## src/pkg/irbt_regs.svh

```systemverilog
// named constants for the inverting registered bus transceiver
// assumes inclusion by bare name from the package and design files
`ifndef IRBT_REGS_SVH
`define IRBT_REGS_SVH
`define IRBT_BUS_WIDTH    8
`define IRBT_FIFO_DEPTH   8
`define IRBT_REG_RESET    8'h00
`define IRBT_SYNC_RESET   1'b0
`endif

```

## src/pkg/irbt_pkg.sv

```systemverilog
// types shared by the transceiver design files
// assumes irbt_regs.svh is on the include path
`include "irbt_regs.svh"
package irbt_pkg;
  typedef enum logic [1:0] {
    IRBT_ISOLATE,
    IRBT_DRIVE_A,
    IRBT_DRIVE_B,
    IRBT_DRIVE_BOTH
  } irbt_drive_t;
endpackage

```

## src/logic/irbt_fifo.sv

```systemverilog
// small flip-flop fifo with valid and ready on both sides
// assumes one clock and an active high asynchronous reset
`timescale 1ns/1ps
module irbt_fifo #(
  parameter int WIDTH = `IRBT_BUS_WIDTH,
  parameter int DEPTH = `IRBT_FIFO_DEPTH
) (
  input  wire logic             clk,
  input  wire logic             rst,
  input  wire logic [WIDTH-1:0] inData,
  input  wire logic             inValid,
  output logic                  inReady,
  output logic      [WIDTH-1:0] outData,
  output logic                  outValid,
  input  wire logic             outReady
);
  localparam int AW = (DEPTH > 1) ? $clog2(DEPTH) : 1;
  logic [WIDTH-1:0] store [DEPTH];
  logic [AW-1:0]    wrPtr;
  logic [AW-1:0]    rdPtr;
  logic [AW:0]      count;
  logic             doWrite;
  logic             doRead;

  function automatic logic [AW-1:0] bump(input logic [AW-1:0] p);
    bump = (p == AW'(DEPTH - 1)) ? '0 : p + 1'b1;
  endfunction

  assign inReady  = (count != (AW+1)'(DEPTH));
  assign outValid = (count != '0);
  assign outData  = store[rdPtr];
  assign doWrite  = inValid && inReady;
  assign doRead   = outValid && outReady;

  always_ff @(posedge clk) begin
    if (doWrite) begin
      store[wrPtr] <= inData;
    end
  end

  always_ff @(posedge clk or posedge rst) begin
    if (rst) begin
      wrPtr <= '0;
      rdPtr <= '0;
      count <= '0;
    end else begin
      if (doWrite) begin
        wrPtr <= bump(wrPtr);
      end
      if (doRead) begin
        rdPtr <= bump(rdPtr);
      end
      count <= count + (AW+1)'(doWrite) - (AW+1)'(doRead);
    end
  end
endmodule

```

## src/logic/irbt_transceiver.sv

```systemverilog
// inverting registered bus transceiver between buses a and b
// assumes all pins are synchronous to clk; capture clocks are sampled
// inputs whose rising edges are detected, not clock ports
`timescale 1ns/1ps
module irbt_transceiver
  import irbt_pkg::*;
#(
  parameter int WIDTH = `IRBT_BUS_WIDTH,
  parameter int DEPTH = `IRBT_FIFO_DEPTH
) (
  input  wire logic             clk,
  input  wire logic             rst,
  input  wire logic             a_capture_clk,
  input  wire logic             b_capture_clk,
  input  wire logic             a_to_b_source_sel,
  input  wire logic             b_to_a_source_sel,
  input  wire logic             a_to_b_drive_en,
  input  wire logic             b_to_a_drive_en_n,
  input  wire logic [WIDTH-1:0] a_port_in,
  output logic      [WIDTH-1:0] a_port_out,
  output logic      [WIDTH-1:0] a_port_oe,
  input  wire logic [WIDTH-1:0] b_port_in,
  output logic      [WIDTH-1:0] b_port_out,
  output logic      [WIDTH-1:0] b_port_oe,
  output logic      [WIDTH-1:0] aStored,
  output logic      [WIDTH-1:0] bStored,
  output logic      [1:0]       driveMode,
  output logic      [WIDTH-1:0] capData,
  output logic                  capValid,
  input  wire logic             capReady,
  output logic                  capOverrun
);
  logic             aClkLast;
  logic             bClkLast;
  logic             aEdge;
  logic             bEdge;
  logic [WIDTH-1:0] aReg;
  logic [WIDTH-1:0] bReg;
  irbt_drive_t      mode;
  logic [WIDTH-1:0] next_aOut;
  logic [WIDTH-1:0] next_bOut;
  logic             driveA;
  logic             driveB;
  logic [WIDTH-1:0] fifoData;
  logic             fifoValid;
  logic             fifoReady;
  logic             fifoInReady;

  function automatic logic [WIDTH-1:0] invert(input logic [WIDTH-1:0] v);
    invert = ~v;
  endfunction

  assign aEdge  = a_capture_clk && !aClkLast;
  assign bEdge  = b_capture_clk && !bClkLast;
  assign driveB = a_to_b_drive_en;
  assign driveA = !b_to_a_drive_en_n;

  always_comb begin
    unique case ({driveA, driveB})
      2'b00:   mode = IRBT_ISOLATE;
      2'b10:   mode = IRBT_DRIVE_A;
      2'b01:   mode = IRBT_DRIVE_B;
      2'b11:   mode = IRBT_DRIVE_BOTH;
    endcase
  end

  // the bus pins are registered here, so "live" paths lag one clk;
  // this keeps every output on a flip-flop and breaks the a-b loop
  always_comb begin
    next_bOut = a_to_b_source_sel ? invert(aReg) : invert(a_port_in);
    next_aOut = b_to_a_source_sel ? invert(bReg) : invert(b_port_in);
  end

  always_ff @(posedge clk or posedge rst) begin
    if (rst) begin
      aClkLast <= `IRBT_SYNC_RESET;
      bClkLast <= `IRBT_SYNC_RESET;
    end else begin
      aClkLast <= a_capture_clk;
      bClkLast <= b_capture_clk;
    end
  end

  // pins are read even while driven, so own drive can be captured
  always_ff @(posedge clk or posedge rst) begin
    if (rst) begin
      aReg <= `IRBT_REG_RESET;
      bReg <= `IRBT_REG_RESET;
    end else begin
      if (aEdge) begin
        aReg <= a_port_in;
      end
      if (bEdge) begin
        bReg <= b_port_in;
      end
    end
  end

  always_ff @(posedge clk or posedge rst) begin
    if (rst) begin
      a_port_out <= `IRBT_REG_RESET;
      b_port_out <= `IRBT_REG_RESET;
      a_port_oe  <= '0;
      b_port_oe  <= '0;
    end else begin
      a_port_out <= next_aOut;
      b_port_out <= next_bOut;
      a_port_oe  <= {WIDTH{driveA}};
      b_port_oe  <= {WIDTH{driveB}};
    end
  end

  always_ff @(posedge clk or posedge rst) begin
    if (rst) begin
      aStored   <= `IRBT_REG_RESET;
      bStored   <= `IRBT_REG_RESET;
      driveMode <= 2'(IRBT_ISOLATE);
    end else begin
      aStored   <= aReg;
      bStored   <= bReg;
      driveMode <= 2'(mode);
    end
  end

  // every a-side capture is also queued for a downstream reader;
  // a full queue drops the word and flags it, the register still loads
  irbt_fifo #(
    .WIDTH (WIDTH),
    .DEPTH (DEPTH)
  ) u_fifo (
    .clk      (clk),
    .rst      (rst),
    .inData   (a_port_in),
    .inValid  (aEdge),
    .inReady  (fifoInReady),
    .outData  (fifoData),
    .outValid (fifoValid),
    .outReady (fifoReady)
  );

  // output skid: take a word when the holding flop is empty or drained
  assign fifoReady = !capValid || capReady;

  always_ff @(posedge clk or posedge rst) begin
    if (rst) begin
      capData  <= `IRBT_REG_RESET;
      capValid <= 1'b0;
    end else if (fifoReady) begin
      capData  <= fifoData;
      capValid <= fifoValid;
    end
  end

  always_ff @(posedge clk or posedge rst) begin
    if (rst) begin
      capOverrun <= 1'b0;
    end else begin
      capOverrun <= aEdge && !fifoInReady;
    end
  end
endmodule

```

## config.mk

```make
export PLATFORM = sky130hd
export DESIGN_NAME = irbt_transceiver
export DESIGN_NICKNAME = d
export VERILOG_FILES = /design/src/pkg/irbt_pkg.sv /design/src/logic/irbt_fifo.sv /design/src/logic/irbt_transceiver.sv
export VERILOG_INCLUDE_DIRS = /design/src /design/src/pkg
export SDC_FILE = /design/constraint.sdc
export NUM_CORES = 1
export LEC_CHECK = 0
export ABC_AREA = 1
export BUFFER_PORTS_ARGS = -buffer_cell sky130_fd_sc_hd__buf_4
export CORE_MARGIN = 2
export CORE_UTILIZATION = 61
export DETAILED_ROUTE_END_ITERATION = 10
export GPL_ROUTABILITY_DRIVEN = 0
export GPL_TIMING_DRIVEN = 1
export PLACE_DENSITY = 0.83
export SKIP_CTS_REPAIR_TIMING = 1
export SLEW_MARGIN = 20
export SYNTH_ARGS = -nofsm -noshare
export SYNTH_HDL_FRONTEND = slang
export SYNTH_SLANG_ARGS = --single-unit
```

## constraint.sdc

```tcl
create_clock -name clk -period 3.5 [get_ports clk]
set_input_delay 0.35 -clock clk [delete_from_list [all_inputs] [get_ports clk]]
set_output_delay 0.35 -clock clk [all_outputs]
set_load 0.05 [all_outputs]
```

==> results of run 1 <==
==> registers in the layout (all words and copies together), names as in the netlist, 2 cells and up <==
signal and cells:
u_fifo.count 4, driveMode 2, u_fifo.store 64, aStored 8, b_port_out 8, u_fifo.rdPtr 3
bReg 8, u_fifo.wrPtr 3, capData 8, a_port_out 8, aReg 8, bStored 8
==> worst max-delay path by stage <==
| stage | cells after the start | endpoint | startpoint |
|---|---|---|---|
| 2_1_floorplan | 10 | u_fifo.count[2] | capValid |
| 3_3_place_gp | 10 | u_fifo.count[2] | capReady |
| 3_5_place_dp | 10 | u_fifo.count[2] | capReady |
| 4_1_cts | 10 | u_fifo.count[2] | capValid |
| 5_1_grt | 8 | u_fifo.store[1][0] | a_capture_clk |
| 6_report | 8 | u_fifo.store[1][2] | a_capture_clk |
==> kinds of logic (layout without fill, tap and decap cells) <==
logic type,after synthesis,in the layout,share of synthesized area
simple gates,208,208,0.154
xor+xnor,2,2,0.00316
fa+ha+maj,11,11,0.0261
buf+inv,119,209,0.102
flops,138,138,0.680
compound gates,39,39,0.0352
==> synth_stat cells, drive strengths merged <==
master	instances
nand2	129
inv	86
dfrtp	74
edfxtp	64
nand3	53
buf	27
nor2	26
o21ai	23
a21oi	16
ha	10
clkbuf	5
clkinv	1
fa	1
xnor2	1
xor2	1
==> cell usage in the layout, fill, tap and decap left out, types with 2 or more instances in the layout <==
cell type,n
inv_4,3
edfxtp_1,64
inv_6,3
inv_2,4
clkinv_4,3
ha_1,10
a21oi_1,16
bufinv_16,3
clkbuf_16,18
o21ai_0,20
dlygate4sd3_1,4
inv_1,80
buf_4,86
clkinv_2,2
nand2_1,128
o21ai_1,3
nor2_1,25
dfrtp_1,74
nand3_1,53
==> report_power, final <==
| group | total (mW) | internal [mW] | switching [mW] |
|---|---|---|---|
| logic | 1.66 | 0.477 | 1.18 |
| clock network | 1.87 | 1.18 | 0.695 |
| registers | 2.10 | 1.94 | 0.167 |
==> layer usage <==
metal | vias up | track usage | part of all wire
met5 | - | 0 | 0.0018
met4 | 2 | 0.132 | 0.035
met3 | 50 | 0.0907 | 0.11
met2 | 264 | 0.455 | 0.50
met1 | 1894 | 0.349 | 0.36
li1 | 1778 | - | -
==> metrics by stage <==
step                      setup slack [ns]  std cells  instance area [µm²]  hold WS (ns)
after floorplan                       1.18        517                 5550         0.354
after global placement                1.38        679                 6100         0.366
after detailed placement              1.27        679                 6100         0.373
after CTS                             1.37        711                 6730       -0.0784
after global routing                  1.18        715                 6770        0.0624
final                                 1.31        715                 6770       -0.0121
==> area by class of cell <==
class	instances	area, µm²
repair buffers	90	686
well taps	108	135
flip-flops and latches	138	3770
clock buffers	20	468
multi-input cells	260	1210
fillers	503	2000
inverters	87	334
clock inverters	12	156
==> results.tsv, run 1 <==
metric	value	unit
tritoncts	done	
cpMostUsedCell	nand2_1	
finalSetupTns	0	ns
final_layout_size_suffix_gt1_frac	0.206	
root_buffer	clkbuf_8	
synthCells	517	
slowest_delay	0.62	ns
finalSetupViolCount	0	
ios	85	
ys_ff_latch	138	
placementRows	34	
final_antenna_net_count	0	
synth_cell_types	23	
path_clk_slew	0.06	ns
slew_headroom	0.457	
grt_pass1_vias	3983	
cp_cell_sequence	dlygate4sd3_1 > buf_4 > nand2_2 > inv_1 > nand2_1 > inv_2 > nand2_1 > nor2_1	
drv_slew	0	
min_path_type	input pin to asynchronous set/reset pin	
antenna_cells	0	
path_buf_inv	4	
drt-pass1-iter-count	7	
final_util	0.772	
rsz0062_at_grt	no	
drc	0	
p_leak	3.26	nW
avgSynthCellArea	10.7	µm²
clock-sinks	138	
pwr_density_cell	833	nW/µm²
peakVddDrop	0.000428	V
die_width	99.4	µm
track_usage	0.282	
netlist_area	5550	µm²
whs	-0.0121	ns
final_nets	630	
cp_top_family	simple AND/OR/NAND/NOR gates	
crit_arrival	2.34	ns
critical_path_class	input pin to flop	
detail_route.wl_per_cell	18.2	µm
r2r_cells	7	
crit_required	3.65	ns
cp-end-kind	flop	
max_freq	457	MHz
clock_latency	0.53	ns
synth_top_area_frac	0.346	
drt-total-wl	13.0	mm
cts_buffers	17	
drv_cap	0	
cp_max_fo	16	
grt_pass1_wl	20.7	mm
yosys-top-cells-area	edfxtp_1 (35%), dfrtp_1 (33%), nand2_1 (8.7%), inv_1 (5.5%), nand3_1 (4.8%)	
tightest_slew	0.813	ns
reg2reg_to	u_fifo.store[1][2]	
seq_area_frac_synth	0.680	
power	5.63	mW
hpwl	7.78	mm
initial_core_util	0.634	
violations	hold timing	
fin_crit_sh	0.625	
finClkSkew	0.0111	ns
place.port_buffers	84	
die-area	9880	µm²
r2r-start	aClkLast	
min_period	2.19	ns
synth-warning-count	0	
die_h	99.4	µm
vias	3988	
routed_via_density	5.58	
synth_nets	553	
ctsHtreeMaxLevel	4	
max-clock-path-buffers	2	
status	finished with violations	
regToRegSetupSlack	1.35	ns
antenna_found_initial	0	
core	8760	µm²
drtIter0Drc	520	
start_kind	input pin	
grt_max_degree	41	
final-hold-violation-count	7	
yosys.area.top_type	edfxtp_1	
area_growth	21.9	%
cp_slowest_cell	nor2_1	
overflow	0	
Power figures use the tool's default switching activity.
==> inputs of run 2 (changes only) <==
ABC_AREA = 0   (was 1)
CORE_UTILIZATION = 56   (was 61)
PLACE_DENSITY = 0.77   (was 0.83)
clock period = 2.2 ns   (was 3.5 ns; I/O delays follow)
==> run 2 against run 1 <==
Against the previous run: the flow now finishes without violations; sequential power up 60%; cell count is 17% lower; largest power group unchanged; clock power increased by 41%; worst setup slack worse by 1.2 ns; flip-flop and latch count unchanged; clock skew decreased by 0.0044 ns; synthesized cell count down 35%; first-iteration DRC count is 64% lower; combinational power increased by 55%; hold slack improved by 0.020 ns; via count down 23%; critical path type is now flop to flop; non-clock buffer count increased by 29.
==> results.tsv, run 2 <==
metric	value	unit	change
detail_route.wl_per_cell	18.0	µm	-1.4%
rsz0062_at_grt	no		
regToRegSetupSlack	0.11	ns	-1.24 ns
finClkSkew	0.00669	ns	-0.00439 ns
synth_most_common_cell	dfrtp_1		
tritoncts	done		
final_nets	484		-23%
placementRows	35		+2.9%
reg2reg_to	u_fifo.count[2]		
grt_pass1_vias	3111		-22%
ys_ff_latch	138		unchanged
track_usage	0.215		-0.0670
initial_core_util	0.578		-0.0559
synth_nets	374		-32%
vias	3086		-23%
critical_path_class	flop to flop		
yosys-top-cells-area	edfxtp_1 (36%), dfrtp_1 (35%), mux2i_1 (6.0%), mux2_2 (5.7%), nand2_1 (2.4%)		
ctsHtreeMaxLevel	4		unchanged
drt-total-wl	10.6	mm	-19%
place.port_buffers	84		unchanged
synthArstFlopShare	0.536		unchanged
status	finished, final reports clean		
core	9280	µm²	+5.9%
routed_via_density	5.23		-6.2%
drc	0		unchanged
seq_area_frac_synth	0.704		+0.0239
ys.flop_type	dfrtp_1		
path_clk_slew	0.07	ns	about the same
drtIter0Drc	187		-64%
largest_reg_flops	64		unchanged
root_buffer	clkbuf_8		
ios	85		unchanged
timing.critical_path.to	u_fifo.count[2]		
worst_slack	0.107	ns	-1.20 ns
fin_crit_sh	0.951		
crit_required	2.60	ns	-1.05 ns
netlist_area	5360	µm²	-3.4%
final-hold-violation-count	0		-7
max_freq	478	MHz	
synth-warning-count	0		unchanged
hpwl	6.35	mm	-18%
whs	0.00751	ns	+0.0196 ns
drv_slew	0		unchanged
r2r-start	u_fifo.count[2]		
cp_max_fo	5		-11
start_kind	flop		
final_common_cell	buf_4		
pwr_density_cell	1250	nW/µm²	+50%
peakVddDrop	0.000678	V	+58%
crit_arrival	2.50	ns	+0.16 ns
synth_cell_types	33		+43%
overflow	0		unchanged
grt_pass1_wl	16.3	mm	-21%
synth_edf_count	64		unchanged
synthTopCellsByCount	dfrtp_1 (74), edfxtp_1 (64), nand2_1 (34)		
antenna_found_initial	0		unchanged
pre_cts_slack	0.112	ns	-1.16 ns
area_growth	27.8	%	
min_path_type	input pin to flop		
die-area	10400	µm²	+5.0%
final_antenna_net_count	0		unchanged
yosys.area.top_type	edfxtp_1		
fillers	572		+14%
slew_headroom	0.591		+0.134
die_h	102	µm	+2.5%
p_leak	2.98	nW	-8.9%
tightest_slew	0.613	ns	-0.200 ns
largest-register	u_fifo.store		
final_layout_size_suffix_gt1_frac	0.367		+0.161
cp-startpoint	u_fifo.count[2]		
max-clock-path-buffers	2		unchanged
synthCells	338		-35%
final_cell_mix	buf_4 (95), dfrtp_1 (74), edfxtp_1 (64)		
synth_top_area_frac	0.358		+0.0122
avgSynthCellArea	15.9	µm²	+48%
drv_cap	0		unchanged
antenna_cells	0		unchanged
min_period	2.09	ns	
cts_buffers	17		unchanged
clock_latency	0.52	ns	about the same
r2r_cells	8		+1
die_width	102	µm	+2.5%
clock-sinks	138		unchanged
grt_max_degree	50		+22%
drt-pass1-iter-count	4		-3
finalSetupViolCount	0		unchanged
cp-end-kind	flop		
==> run 2: changes by cell type after synthesis, moves of 17 or more <==
cell,before,now
nor2_1,25,8
nand2_1,128,34
mux2i_1,0,32
o21ai_0,20,0
mux2_2,0,27
inv_1,81,9
nand3_1,53,1
==> run 2: metrics by stage <==
| stage | power (mW) | cell area [µm²] | cells | TNS, ns | utilization |
|---|---|---|---|---|---|
| final | 8.57 | 6860 | 590 | 0 | 0.738 |
| after CTS | 8.59 | 6640 | 568 | 0 | 0.715 |
| after global routing | 8.98 | 6860 | 590 | 0 | 0.738 |
| after floorplan | 5.29 | 5360 | 338 | -0.00392 | - |
| after detailed placement | 5.92 | 6080 | 536 | 0 | 0.655 |
| after global placement | 5.83 | 6080 | 536 | 0 | 0.655 |
==> run 2: how the worst min path moves through the flow <==
stage	startpoint	endpoint	depth (start not counted)
6_report	b_to_a_source_sel	a_port_out[0]	2
5_1_grt	b_to_a_source_sel	a_port_out[0]	2
4_1_cts	rst	driveMode[0]	2
3_5_place_dp	a_to_b_drive_en	driveMode[1]	1
3_3_place_gp	rst	b_port_oe[0]	2
2_1_floorplan	a_capture_clk	aClkLast	0
==> run 2: layer usage <==
metal  vias to the layer above  GRT usage  share of wire  routed length [µm]
met2                        90      0.353           0.52                5540
met5                         -          0              0                   0
met1                      1571      0.277           0.42                4480
met4                         0     0.0687         0.0077                  82
li1                       1417          -              -                   -
met3                         8     0.0663          0.047                 501
==> run 2: logic make-up (layout without fill, tap and decap cells) <==
family	after synthesis	count (layout)	synth area share
adder cells (fa/ha/maj)	11	11	0.0271
AND/OR/NAND/NOR	60	60	0.0530
XOR/XNOR	2	2	0.00327
flip-flops	138	138	0.704
AO/OA/AOI/OAI	27	27	0.0432
buffers and inverters	38	161	0.0453
multiplexers	62	62	0.125
==> run 2: area by class of cell <==
class / instances / area [µm²] / share of cell area
Sequential cell: 138 / 3770 / 0.550
Multi-Input combinational cell: 162 / 1350 / 0.197
Timing Repair Buffer: 119 / 973 / 0.142
Clock buffer: 19 / 453 / 0.0661
Tap cell: 129 / 161 / 0.0235
Clock inverter: 13 / 104 / 0.0151
Inverter: 10 / 42.5 / 0.00621
==> run 2: power by group <==
part	leakage, nW	switching [mW]	internal, mW
sequential	1.45	0.247	3.10
clock	0.275	1.13	1.51
combinational	1.25	1.55	1.03
==> run 2: worst max-delay path: stages, from the launching register on <==
cell and delay (ns):
dfrtp_1 0.36, inv_1 0.11, ha_1 0.15, or3b_4 0.42, nand2_8 0.11, inv_6 0.05
ha_1 0.22, fa_1 0.39, xor2_1 0.17
